--- src/cpch_params.svh ---
// Offsets, field positions, codes, limits and reset values of the cyclic position command handler.
// Assumes word addressing on the register bus; frames arrive as 32 bytes, byte n at bits 8n+7:8n.
// How it works
// - Long frame bytes 16-31 carry sub-command fields.
// - Command 2h in closed-loop, servo on: position.
// - Single-turn absolute out of range answers 0033h.
// - Held command position is regained at servo-on.
// - Idle command keeps the previous command position.
// - Per-period change above limit raises protection 27.4.
// - Change above 7FFFFFFh is handled by wraparound.
// - Incremental mode: homing before positioning after reset.
// - Cyclic homing by host, profile homing by drive.
// - No homing in velocity/torque, except multi-turn clear.
// - Checksum failure answers FFh, keeps last command.
`ifndef CPCH_PARAMS_SVH
`define CPCH_PARAMS_SVH
`define CPCH_OFS_CTRL 3'h0
`define CPCH_OFS_STATUS 3'h1
`define CPCH_OFS_LIMIT 3'h2
`define CPCH_OFS_RMIN 3'h3
`define CPCH_OFS_RMAX 3'h4
`define CPCH_OFS_COMMANDED_POSITION 3'h5
`define CPCH_OFS_LERR 3'h6
`define CPCH_BIT_PROFILE 2
`define CPCH_BIT_INCR 3
`define CPCH_BIT_STABS 4
`define CPCH_BIT_LONG 5
`define CPCH_BIT_SRST 6
`define CPCH_BIT_PVAL 7
`define CPCH_RST_CTRL 32'h00000000
`define CPCH_RST_LIMIT 32'h00100000
`define CPCH_RST_RMIN 32'h00000000
`define CPCH_RST_RMAX 32'h000FFFFF
`define CPCH_CYC_IDLE 3'h0
`define CPCH_CYC_POS 3'h2
`define CPCH_CODE_HOME 7'h24
`define CPCH_TYPE_MTCLR 8'h31
`define CPCH_RSP_COMM 8'hFF
`define CPCH_SUB_HDR_COMM 8'h8F
`define CPCH_ERR_NONE 16'h0000
`define CPCH_ERR_RANGE 16'h0033
`define CPCH_ERR_MOVE 16'h0274
`define CPCH_ERR_HOME 16'h0010
`define CPCH_ERR_NOHOME 16'h0011
`define CPCH_WRAP_LIMIT 32'h07FFFFFF
`endif

--- src/cpch_pkg.sv ---
// Types shared by the cyclic position command handler.
// Assumes cpch_params.svh is compiled alongside.
package cpch_pkg;
    typedef enum logic [1:0] {
        CPCH_ST_WAIT = 2'b00,
        CPCH_ST_EVAL = 2'b01,
        CPCH_ST_REPLY = 2'b11
    } cpch_state_t;
    typedef enum logic [1:0] {
        CPCH_MODE_SEMI = 2'b00,
        CPCH_MODE_FULL = 2'b01,
        CPCH_MODE_VEL = 2'b10,
        CPCH_MODE_TRQ = 2'b11
    } cpch_mode_t;
    typedef struct packed {
        logic valid;
        logic [3:0] code;
        logic [7:0] sub_type;
        logic [15:0] index;
        logic [31:0] sub_request_word1;
        logic [31:0] sub_request_word2;
        logic [31:0] sub_request_word3;
    } cpch_sub_t;
    typedef struct packed {
        logic [2:0] cyc;
        logic [6:0] code;
        logic [31:0] commanded_position;
        logic [7:0] type_code;
        cpch_sub_t sub;
    } cpch_cmd_t;
    typedef struct packed {
        logic [7:0] code;
        logic [15:0] err;
        logic [31:0] actual_position;
        logic [7:0] sub_hdr;
    } cpch_reply_t;
    function automatic logic [31:0] cpch_mag(input logic [31:0] v);
        return v[31] ? 32'(~v + 32'h00000001) : v;
    endfunction : cpch_mag
endpackage : cpch_pkg

--- src/cpch_frame_decode.sv ---
// Combinational split of a received command frame into fields.
// Assumes a frame already checked for length; checksum is judged outside.
`timescale 1ns/1ns
`default_nettype none
module cpch_frame_decode
    import cpch_pkg::*;
(
    // Frame
    input wire logic [255:0] frame,
    input wire logic long_frame,
    // Fields
    output cpch_cmd_t cmd
);
    function automatic logic [31:0] le32(input logic [255:0] f, input int b);
        return f[8*b +: 32];
    endfunction : le32

    always_comb begin
        cmd.cyc = frame[14:12];
        cmd.code = frame[14:8];
        cmd.commanded_position = le32(frame, 4);
        cmd.type_code = frame[71:64];
        // Check bit set and bits 6-4 clear mark a sub-command
        cmd.sub.valid = long_frame && frame[135] && (frame[134:132] == 3'h0);
        cmd.sub.code = frame[131:128];
        cmd.sub.sub_type = frame[143:136];
        cmd.sub.index = frame[159:144];
        cmd.sub.sub_request_word1 = le32(frame, 20);
        cmd.sub.sub_request_word2 = le32(frame, 24);
        cmd.sub.sub_request_word3 = le32(frame, 28);
    end
endmodule : cpch_frame_decode
`default_nettype wire

--- src/cpch_move_check.sv ---
// Per-period movement of the commanded position against the limit.
// Assumes previous and new positions are 32-bit two's complement.
`timescale 1ns/1ns
`default_nettype none
`include "cpch_params.svh"
module cpch_move_check
    import cpch_pkg::*;
(
    // Positions
    input wire logic [31:0] new_pos,
    input wire logic [31:0] prev_pos,
    input wire logic [31:0] limit,
    // Result
    output logic [31:0] delta,
    output logic over_limit,
    output logic wrap
);
    logic [31:0] mag;

    always_comb begin
        delta = 32'(new_pos - prev_pos);
        mag = cpch_mag(delta);
        over_limit = mag > limit;
        wrap = mag > `CPCH_WRAP_LIMIT;
    end
endmodule : cpch_move_check
`default_nettype wire

--- src/cpch_handler.sv ---
// Top of the cyclic position command handler: frame evaluation, target position, homing gate, registers.
// Assumes frames, servo state and homing engine run on ref_clk; the bus master is Avalon-MM.
`timescale 1ns/1ns
`default_nettype none
`include "cpch_params.svh"
module cpch_handler
    import cpch_pkg::*;
(
    // Clock and reset
    input wire logic ref_clk,
    input wire logic sys_rst,
    // Avalon-MM slave
    input wire logic [2:0] avs_address,
    input wire logic avs_read,
    input wire logic avs_write,
    input wire logic [31:0] avs_writedata,
    output logic [31:0] avs_readdata,
    output logic avs_waitrequest,
    // Received frames
    input wire logic frame_valid,
    input wire logic frame_crc_ok,
    input wire logic [255:0] frame_data,
    // Drive state
    input wire logic servo_active,
    input wire logic [31:0] actual_position,
    input wire logic homing_complete,
    // Reply
    output logic reply_valid,
    output cpch_reply_t reply,
    // Motion
    output logic [31:0] target_position,
    output logic position_enable,
    output logic homing_start,
    output logic homing_profile,
    output logic multiturn_clear,
    // Sub-command
    output logic sub_valid,
    output cpch_sub_t sub_request
);
    cpch_state_t state;
    cpch_state_t next_state;
    cpch_cmd_t dec_cmd;
    cpch_cmd_t cmd_q;
    logic crc_q;
    logic [31:0] ctrl;
    logic [31:0] move_limit;
    logic [31:0] range_min;
    logic [31:0] range_max;
    logic [31:0] prev_cmd;
    logic [15:0] last_err;
    logic homed;
    logic home_busy;
    logic st_move;
    logic st_wrap;
    logic st_range;
    logic st_crc;
    logic st_refuse;
    logic ack;
    logic [31:0] delta;
    logic over_limit;
    logic wrap;
    cpch_mode_t mode;
    logic pos_mode;
    logic incremental;
    logic eval;
    logic is_home;
    logic take;
    logic range_bad;
    logic home_gate_ok;
    logic refuse;
    logic mt_req;
    logic home_req;
    logic ev_move;
    logic ev_range;
    logic ev_crc;
    logic bus_wr;
    logic soft_clear;

    cpch_frame_decode u_decode (
        .frame(frame_data),
        .long_frame(ctrl[`CPCH_BIT_LONG]),
        .cmd(dec_cmd)
    );

    cpch_move_check u_move (
        .new_pos(cmd_q.commanded_position),
        .prev_pos(prev_cmd),
        .limit(move_limit),
        .delta(delta),
        .over_limit(over_limit),
        .wrap(wrap)
    );

    always_comb begin
        mode = cpch_mode_t'(ctrl[1:0]);
        pos_mode = (mode == CPCH_MODE_SEMI) || (mode == CPCH_MODE_FULL);
        incremental = ctrl[`CPCH_BIT_INCR];
        eval = state == CPCH_ST_EVAL;
        is_home = cmd_q.code == `CPCH_CODE_HOME;
        // Velocity/torque only allow the multi-turn clear
        mt_req = eval && crc_q && is_home && !pos_mode && (cmd_q.type_code == `CPCH_TYPE_MTCLR);
        refuse = eval && crc_q && is_home && !pos_mode && (cmd_q.type_code != `CPCH_TYPE_MTCLR);
        home_req = eval && crc_q && is_home && pos_mode && !home_busy;
        // Homing frames themselves carry the host trajectory in cyclic homing
        home_gate_ok = homed || !incremental || (is_home && !ctrl[`CPCH_BIT_PROFILE]);
        // Latched even with servo off so the held target is regained at servo-on
        take = eval && crc_q && (cmd_q.cyc == `CPCH_CYC_POS) && pos_mode && home_gate_ok;
        range_bad = ctrl[`CPCH_BIT_STABS]
            && (($signed(cmd_q.commanded_position) < $signed(range_min))
            || ($signed(cmd_q.commanded_position) > $signed(range_max)));
        ev_range = take && range_bad;
        ev_move = take && !range_bad && over_limit;
        ev_crc = eval && !crc_q;
        bus_wr = avs_write && ack;
        soft_clear = bus_wr && (avs_address == `CPCH_OFS_CTRL)
            && (avs_writedata[`CPCH_BIT_SRST] || avs_writedata[`CPCH_BIT_PVAL]);
    end

    // Frame state machine
    always_comb begin
        case (state)
            CPCH_ST_WAIT: next_state = frame_valid ? CPCH_ST_EVAL : CPCH_ST_WAIT;
            CPCH_ST_EVAL: next_state = CPCH_ST_REPLY;
            CPCH_ST_REPLY: next_state = CPCH_ST_WAIT;
            default: next_state = CPCH_ST_WAIT;
        endcase
    end

    always_ff @(posedge ref_clk) begin
        if (sys_rst) begin
            state <= CPCH_ST_WAIT;
        end else begin
            state <= next_state;
        end
    end

    // Frames arriving outside WAIT are dropped; one reply per taken frame
    always_ff @(posedge ref_clk) begin
        if (sys_rst) begin
            cmd_q <= '0;
            crc_q <= 1'b0;
        end else if (state == CPCH_ST_WAIT && frame_valid) begin
            cmd_q <= dec_cmd;
            crc_q <= frame_crc_ok;
        end
    end

    // Target position and movement history
    always_ff @(posedge ref_clk) begin
        if (sys_rst) begin
            target_position <= 32'h00000000;
            prev_cmd <= 32'h00000000;
        end else if (take && !range_bad) begin
            prev_cmd <= cmd_q.commanded_position;
            if (!over_limit) begin
                // Modular sum keeps large steps continuous across the wrap
                target_position <= 32'(target_position + delta);
            end
        end
    end
    // Idle and bad-checksum frames leave target untouched

    always_ff @(posedge ref_clk) begin
        if (sys_rst) begin
            position_enable <= 1'b0;
        end else begin
            position_enable <= servo_active && pos_mode && (homed || !incremental || home_busy);
        end
    end

    // Homing control
    always_ff @(posedge ref_clk) begin
        if (sys_rst) begin
            homed <= 1'b0;
            home_busy <= 1'b0;
            homing_profile <= 1'b0;
        end else begin
            if (homing_complete) begin
                homed <= 1'b1;
                home_busy <= 1'b0;
            end else if (soft_clear) begin
                homed <= 1'b0;
                home_busy <= 1'b0;
            end else if (home_req) begin
                homed <= 1'b0;
                home_busy <= 1'b1;
                homing_profile <= ctrl[`CPCH_BIT_PROFILE];
            end
        end
    end

    always_ff @(posedge ref_clk) begin
        if (sys_rst) begin
            homing_start <= 1'b0;
            multiturn_clear <= 1'b0;
        end else begin
            homing_start <= home_req;
            multiturn_clear <= mt_req;
        end
    end

    // Reply
    always_ff @(posedge ref_clk) begin
        if (sys_rst) begin
            reply <= '0;
            last_err <= `CPCH_ERR_NONE;
        end else if (eval) begin
            reply.actual_position <= actual_position;
            if (!crc_q) begin
                reply.code <= `CPCH_RSP_COMM;
                reply.err <= `CPCH_ERR_NONE;
                reply.sub_hdr <= `CPCH_SUB_HDR_COMM;
            end else begin
                reply.code <= {1'b0, cmd_q.code};
                reply.sub_hdr <= {cmd_q.sub.valid, 3'h0, cmd_q.sub.code};
                if (ev_range) begin
                    reply.err <= `CPCH_ERR_RANGE;
                    last_err <= `CPCH_ERR_RANGE;
                end else if (ev_move) begin
                    reply.err <= `CPCH_ERR_MOVE;
                    last_err <= `CPCH_ERR_MOVE;
                end else if (refuse) begin
                    reply.err <= `CPCH_ERR_HOME;
                    last_err <= `CPCH_ERR_HOME;
                end else if (cmd_q.cyc == `CPCH_CYC_POS && pos_mode && !home_gate_ok) begin
                    reply.err <= `CPCH_ERR_NOHOME;
                    last_err <= `CPCH_ERR_NOHOME;
                end else begin
                    reply.err <= `CPCH_ERR_NONE;
                end
            end
        end
    end

    assign reply_valid = state == CPCH_ST_REPLY;

    always_ff @(posedge ref_clk) begin
        if (sys_rst) begin
            sub_valid <= 1'b0;
            sub_request <= '0;
        end else begin
            sub_valid <= eval && crc_q && cmd_q.sub.valid;
            if (eval && crc_q && cmd_q.sub.valid) begin
                sub_request <= cmd_q.sub;
            end
        end
    end

    // Sticky status; a set in the clearing cycle wins
    always_ff @(posedge ref_clk) begin
        if (sys_rst) begin
            st_move <= 1'b0;
            st_wrap <= 1'b0;
            st_range <= 1'b0;
            st_crc <= 1'b0;
            st_refuse <= 1'b0;
        end else begin
            if (bus_wr && avs_address == `CPCH_OFS_STATUS) begin
                st_move <= st_move && !avs_writedata[1];
                st_wrap <= st_wrap && !avs_writedata[2];
                st_range <= st_range && !avs_writedata[3];
                st_crc <= st_crc && !avs_writedata[4];
                st_refuse <= st_refuse && !avs_writedata[5];
            end
            if (ev_move) begin
                st_move <= 1'b1;
            end
            if (take && !range_bad && wrap) begin
                st_wrap <= 1'b1;
            end
            if (ev_range) begin
                st_range <= 1'b1;
            end
            if (ev_crc) begin
                st_crc <= 1'b1;
            end
            if (refuse) begin
                st_refuse <= 1'b1;
            end
        end
    end

    // Bus: one wait cycle, write lands when waitrequest is low
    assign avs_waitrequest = (avs_read || avs_write) && !ack;

    always_ff @(posedge ref_clk) begin
        if (sys_rst) begin
            ack <= 1'b0;
        end else begin
            ack <= (avs_read || avs_write) && !ack;
        end
    end

    always_ff @(posedge ref_clk) begin
        if (sys_rst) begin
            avs_readdata <= 32'h00000000;
        end else if (avs_read && !ack) begin
            case (avs_address)
                `CPCH_OFS_CTRL: avs_readdata <= {26'h0, ctrl[5:0]};
                `CPCH_OFS_STATUS: avs_readdata <= {26'h0, st_refuse, st_crc, st_range, st_wrap, st_move, homed};
                `CPCH_OFS_LIMIT: avs_readdata <= move_limit;
                `CPCH_OFS_RMIN: avs_readdata <= range_min;
                `CPCH_OFS_RMAX: avs_readdata <= range_max;
                `CPCH_OFS_COMMANDED_POSITION: avs_readdata <= target_position;
                `CPCH_OFS_LERR: avs_readdata <= {16'h0, last_err};
                default: avs_readdata <= 32'h00000000;
            endcase
        end
    end

    // Reset and validation bits pulse only; they never read back
    always_ff @(posedge ref_clk) begin
        if (sys_rst) begin
            ctrl <= `CPCH_RST_CTRL;
            move_limit <= `CPCH_RST_LIMIT;
            range_min <= `CPCH_RST_RMIN;
            range_max <= `CPCH_RST_RMAX;
        end else if (bus_wr) begin
            case (avs_address)
                `CPCH_OFS_CTRL: ctrl <= {26'h0, avs_writedata[5:0]};
                `CPCH_OFS_LIMIT: move_limit <= avs_writedata;
                `CPCH_OFS_RMIN: range_min <= avs_writedata;
                `CPCH_OFS_RMAX: range_max <= avs_writedata;
                default: ;
            endcase
        end
    end
endmodule : cpch_handler
`default_nettype wire

--- config.mk ---
export PLATFORM = sky130hd
export DESIGN_NAME = cpch_handler
export DESIGN_NICKNAME = d
export VERILOG_FILES = /design/src/cpch_pkg.sv /design/src/cpch_frame_decode.sv /design/src/cpch_move_check.sv /design/src/cpch_handler.sv
export VERILOG_INCLUDE_DIRS = /design/src
export SDC_FILE = /design/constraint.sdc
export NUM_CORES = 1
export LEC_CHECK = 0
export ABC_AREA = 1
export BUFFER_PORTS_ARGS = -buffer_cell sky130_fd_sc_hd__buf_4
export CAP_MARGIN = 20
export CORE_MARGIN = 2
export CORE_UTILIZATION = 53
export CTS_CLUSTER_SIZE = 28
export DETAILED_ROUTE_END_ITERATION = 8
export GPL_ROUTABILITY_DRIVEN = 0
export GPL_TIMING_DRIVEN = 0
export PLACE_DENSITY = 0.78
export SKIP_CTS_REPAIR_TIMING = 1
export SLEW_MARGIN = 20
export SYNTH_ARGS = -nofsm -noshare
export SYNTH_HDL_FRONTEND = slang
export SYNTH_SLANG_ARGS = --single-unit
--- constraint.sdc ---
create_clock -name ref_clk -period 6.5 [get_ports ref_clk]
set_input_delay 0.65 -clock ref_clk [delete_from_list [all_inputs] [get_ports ref_clk]]
set_output_delay 0.65 -clock ref_clk [all_outputs]
set_load 0.03 [all_outputs]
==> flow_metrics.tcl <==
set metrics [dict create \
    status "complete, no violations" \
    nets 4964 \
    final_core_util_pct 66.3 \
    max_freq_mhz 181 \
    clk_latency_ns 0.66 \
    fin_area_um2 34100 \
    p_total_mw 9.42 \
    rsz0062_at_grt "false" \
    layout_min_cycle_time_ns 5.53 \
    grtUsageTotal_pct 36.3 \
    syn_to_final_growth_pct 23.2 \
    maxSlewViolCount 0 \
    crit_slowest_cell "fa_1" \
    ys.flop_type "dfxtp_1" \
    setup_violations 0 \
    multiInputGateArea_um2 14100 \
    synth_edf_count 0 \
    cts_buffers 56 \
    clockBufferDepth 3 \
    ir_drop_uv 254 \
    clkSinkCount 566 \
    ys_ff_latch 566 \
    hold_path_class "input port to register" \
    row_count 83 \
    drt_iter0_markers 2649 \
    crit_type "register to register" \
    port_buffers 497 \
    cts_tree "yes" \
    setup_slack_ns 0.972 \
    synthAdderAreaFrac_pct 7.23 \
    most-common-layout-cells "nand2_1, dfxtp_1, nor2_1" \
    drive_gt1_share_pct 14.7 \
    tightest_slew_ns 1.13 \
    fin_worst_skew_ns 0.0405 \
    vias 28900 \
    yosys.area_share.simple_pct 22.7 \
    first_global_vias 26900 \
    first_pass_iters 8 \
    cpPeakStageDelay_ns 0.41 \
    crit_path_max_fanout 10 \
    synth_area_um2 27700 \
    overflow 0 \
    critPathLaunchType "register" \
    worstPathRequired_ns 7.07 \
    clk_pin_slew_ns 0.06 \
    seq_area_um2 11300 \
    finalSetupTns_ns 0 \
    synth_compound_area_share_pct 18.8 \
    ys_types 58 \
    cp.arrival_ns 6.10 \
    pin_count 591 \
    yosysWarnings 0 \
    clock_tree.root_cell "clkbuf_16" \
    nFillCells 4707 \
    die_h_um 233 \
    hpwl_mm 79.8 \
    power_leakage_nw 15.5 \
    avgSynthCellArea_um2 7.09 \
    max-cap-violations 0 \
    synth_top_family_by_area "simple AND/OR/NAND/NOR gates" \
    drc 0 \
    final_common_cell "nand2_1" \
    placed_area_um2 32300 \
    dieArea_um2 54100 \
    htreeDepth 2 \
    period_share_pct 85.0 \
    wirelength_mm 101 \
    antenna_found_initial 14 \
    syn-instance-count 3908 \
    hold_violations 0 \
    yosysSeqAreaShare_pct 40.9 \
    initial_utilization_pct 53.8 \
    synth_xor_area_share_pct 1.77 \
    synthMuxAreaShare_pct 0 \
    grt_max_degree 17 \
    wl_per_cell_um 19.5 \
    crit_path_frequent_cell "nand2_1" \
    crit_path_end_kind "register" \
    ys_async_sr_fraction_pct 0 \
    core_um2 51500 \
    r2r_setup_slack_ns 0.97 \
    pre_cts_ws_ns 1.23 \
    grt_pass1_wl_mm 152 \
    final_antenna_net_count 0 \
    chipWidth_um 233 \
    relSlewSlack_pct 24.0 \
    power_density_nw_per_um2 276 \
    vias_per_cell 5.56 \
]
[metal layers]
metal,track usage [%],wire length (um)
met5,0,45
met4,23.0,7110
met3,9.51,10200
met2,59.3,46300
met1,42.3,37600
[final timing paths]
check | depth (start not counted) | to | startpoint
worst max-delay path | 31 | target_position[20] | cmd_q[133]
worst max register to register | 31 | target_position[20] | cmd_q[133]
worst min-delay path | 3 | cmd_q[131] | frame_data[70]
worst min register to register | 2 | prev_cmd[6] | prev_cmd[6]
[Yosys cell counts (7+ instances only)]
cell,count,area (um2)
nand2_2,17,106
buf_4,18,135
o221ai_1,13,114
xor2_1,38,333
nand3b_1,7,52.6
o211ai_1,11,82.6
inv_2,15,56.3
o21ai_0,448,2240
inv_1,376,1410
dfxtp_1,566,11300
nand2_1,671,2520
buf_1,8,30.0
nor4_1,7,43.8
o21a_1,8,60.1
nand3_1,203,1020
xnor2_1,16,140
a21oi_1,472,2360
clkbuf_1,185,694
nor3_1,23,115
nor2_1,519,1950
ha_1,157,1960
nor2_2,15,93.8
nand4_1,32,200
[cells by family (layout without fill, tap and decap cells)]
group / after synthesis / in the layout
simple gates: 1515 / 1515
compound gates: 1001 / 1001
buf+inv: 611 / 1206
flops: 566 / 566
fa+ha+maj: 159 / 159
xor+xnor: 55 / 55
other cells: 1 / 23
[cell type report]
class,count,share of cell area (%)
clock buffer,83,4.76
clock inverter,15,0.462
tap,680,2.49
multi-input combinational,2742,41.2
antenna,11,0.0806
timing repair buffer,497,10.9
sequential,566,33.2
inverter,395,4.34
buffer,216,2.61
[critical path, delay by kind of cell, from the launching register on]
| family | cells | cell delay (ns) |
|---|---|---|
| AND/OR/NAND/NOR | 14 | 1.98 |
| XOR/XNOR | 1 | 0.17 |
| adder cells (fa/ha/maj) | 3 | 0.92 |
| buffers and inverters | 7 | 0.91 |
| AO/OA/AOI/OAI | 6 | 1.12 |
| flip-flops | 1 | 0.32 |
[per-stage QoR]
stage / hold slack (ns) / std cells
final: 0.211 / 5205
after global routing: 0.209 / 5203
after CTS: 0.193 / 5194
after detailed placement: 0.451 / 5096
after global placement: 0.442 / 5096
after floorplan: 0.430 / 3919
[state kept, by name, summed over array words and instances, names as in the netlist, 2 cells and up]
register,count
range_max,32
avs_readdata,32
prev_cmd,32
target_position,32
last_err,5
state,2
move_limit,32
reply,50
range_min,32
ctrl,6
sub_request,125
cmd_q,172
[power by group]
group | switching (mW) | internal [mW]
clock network | 1.45 | 1.77
registers | 0.109 | 3.63
logic | 1.63 | 0.835
(Power assumes the default switching activity.)
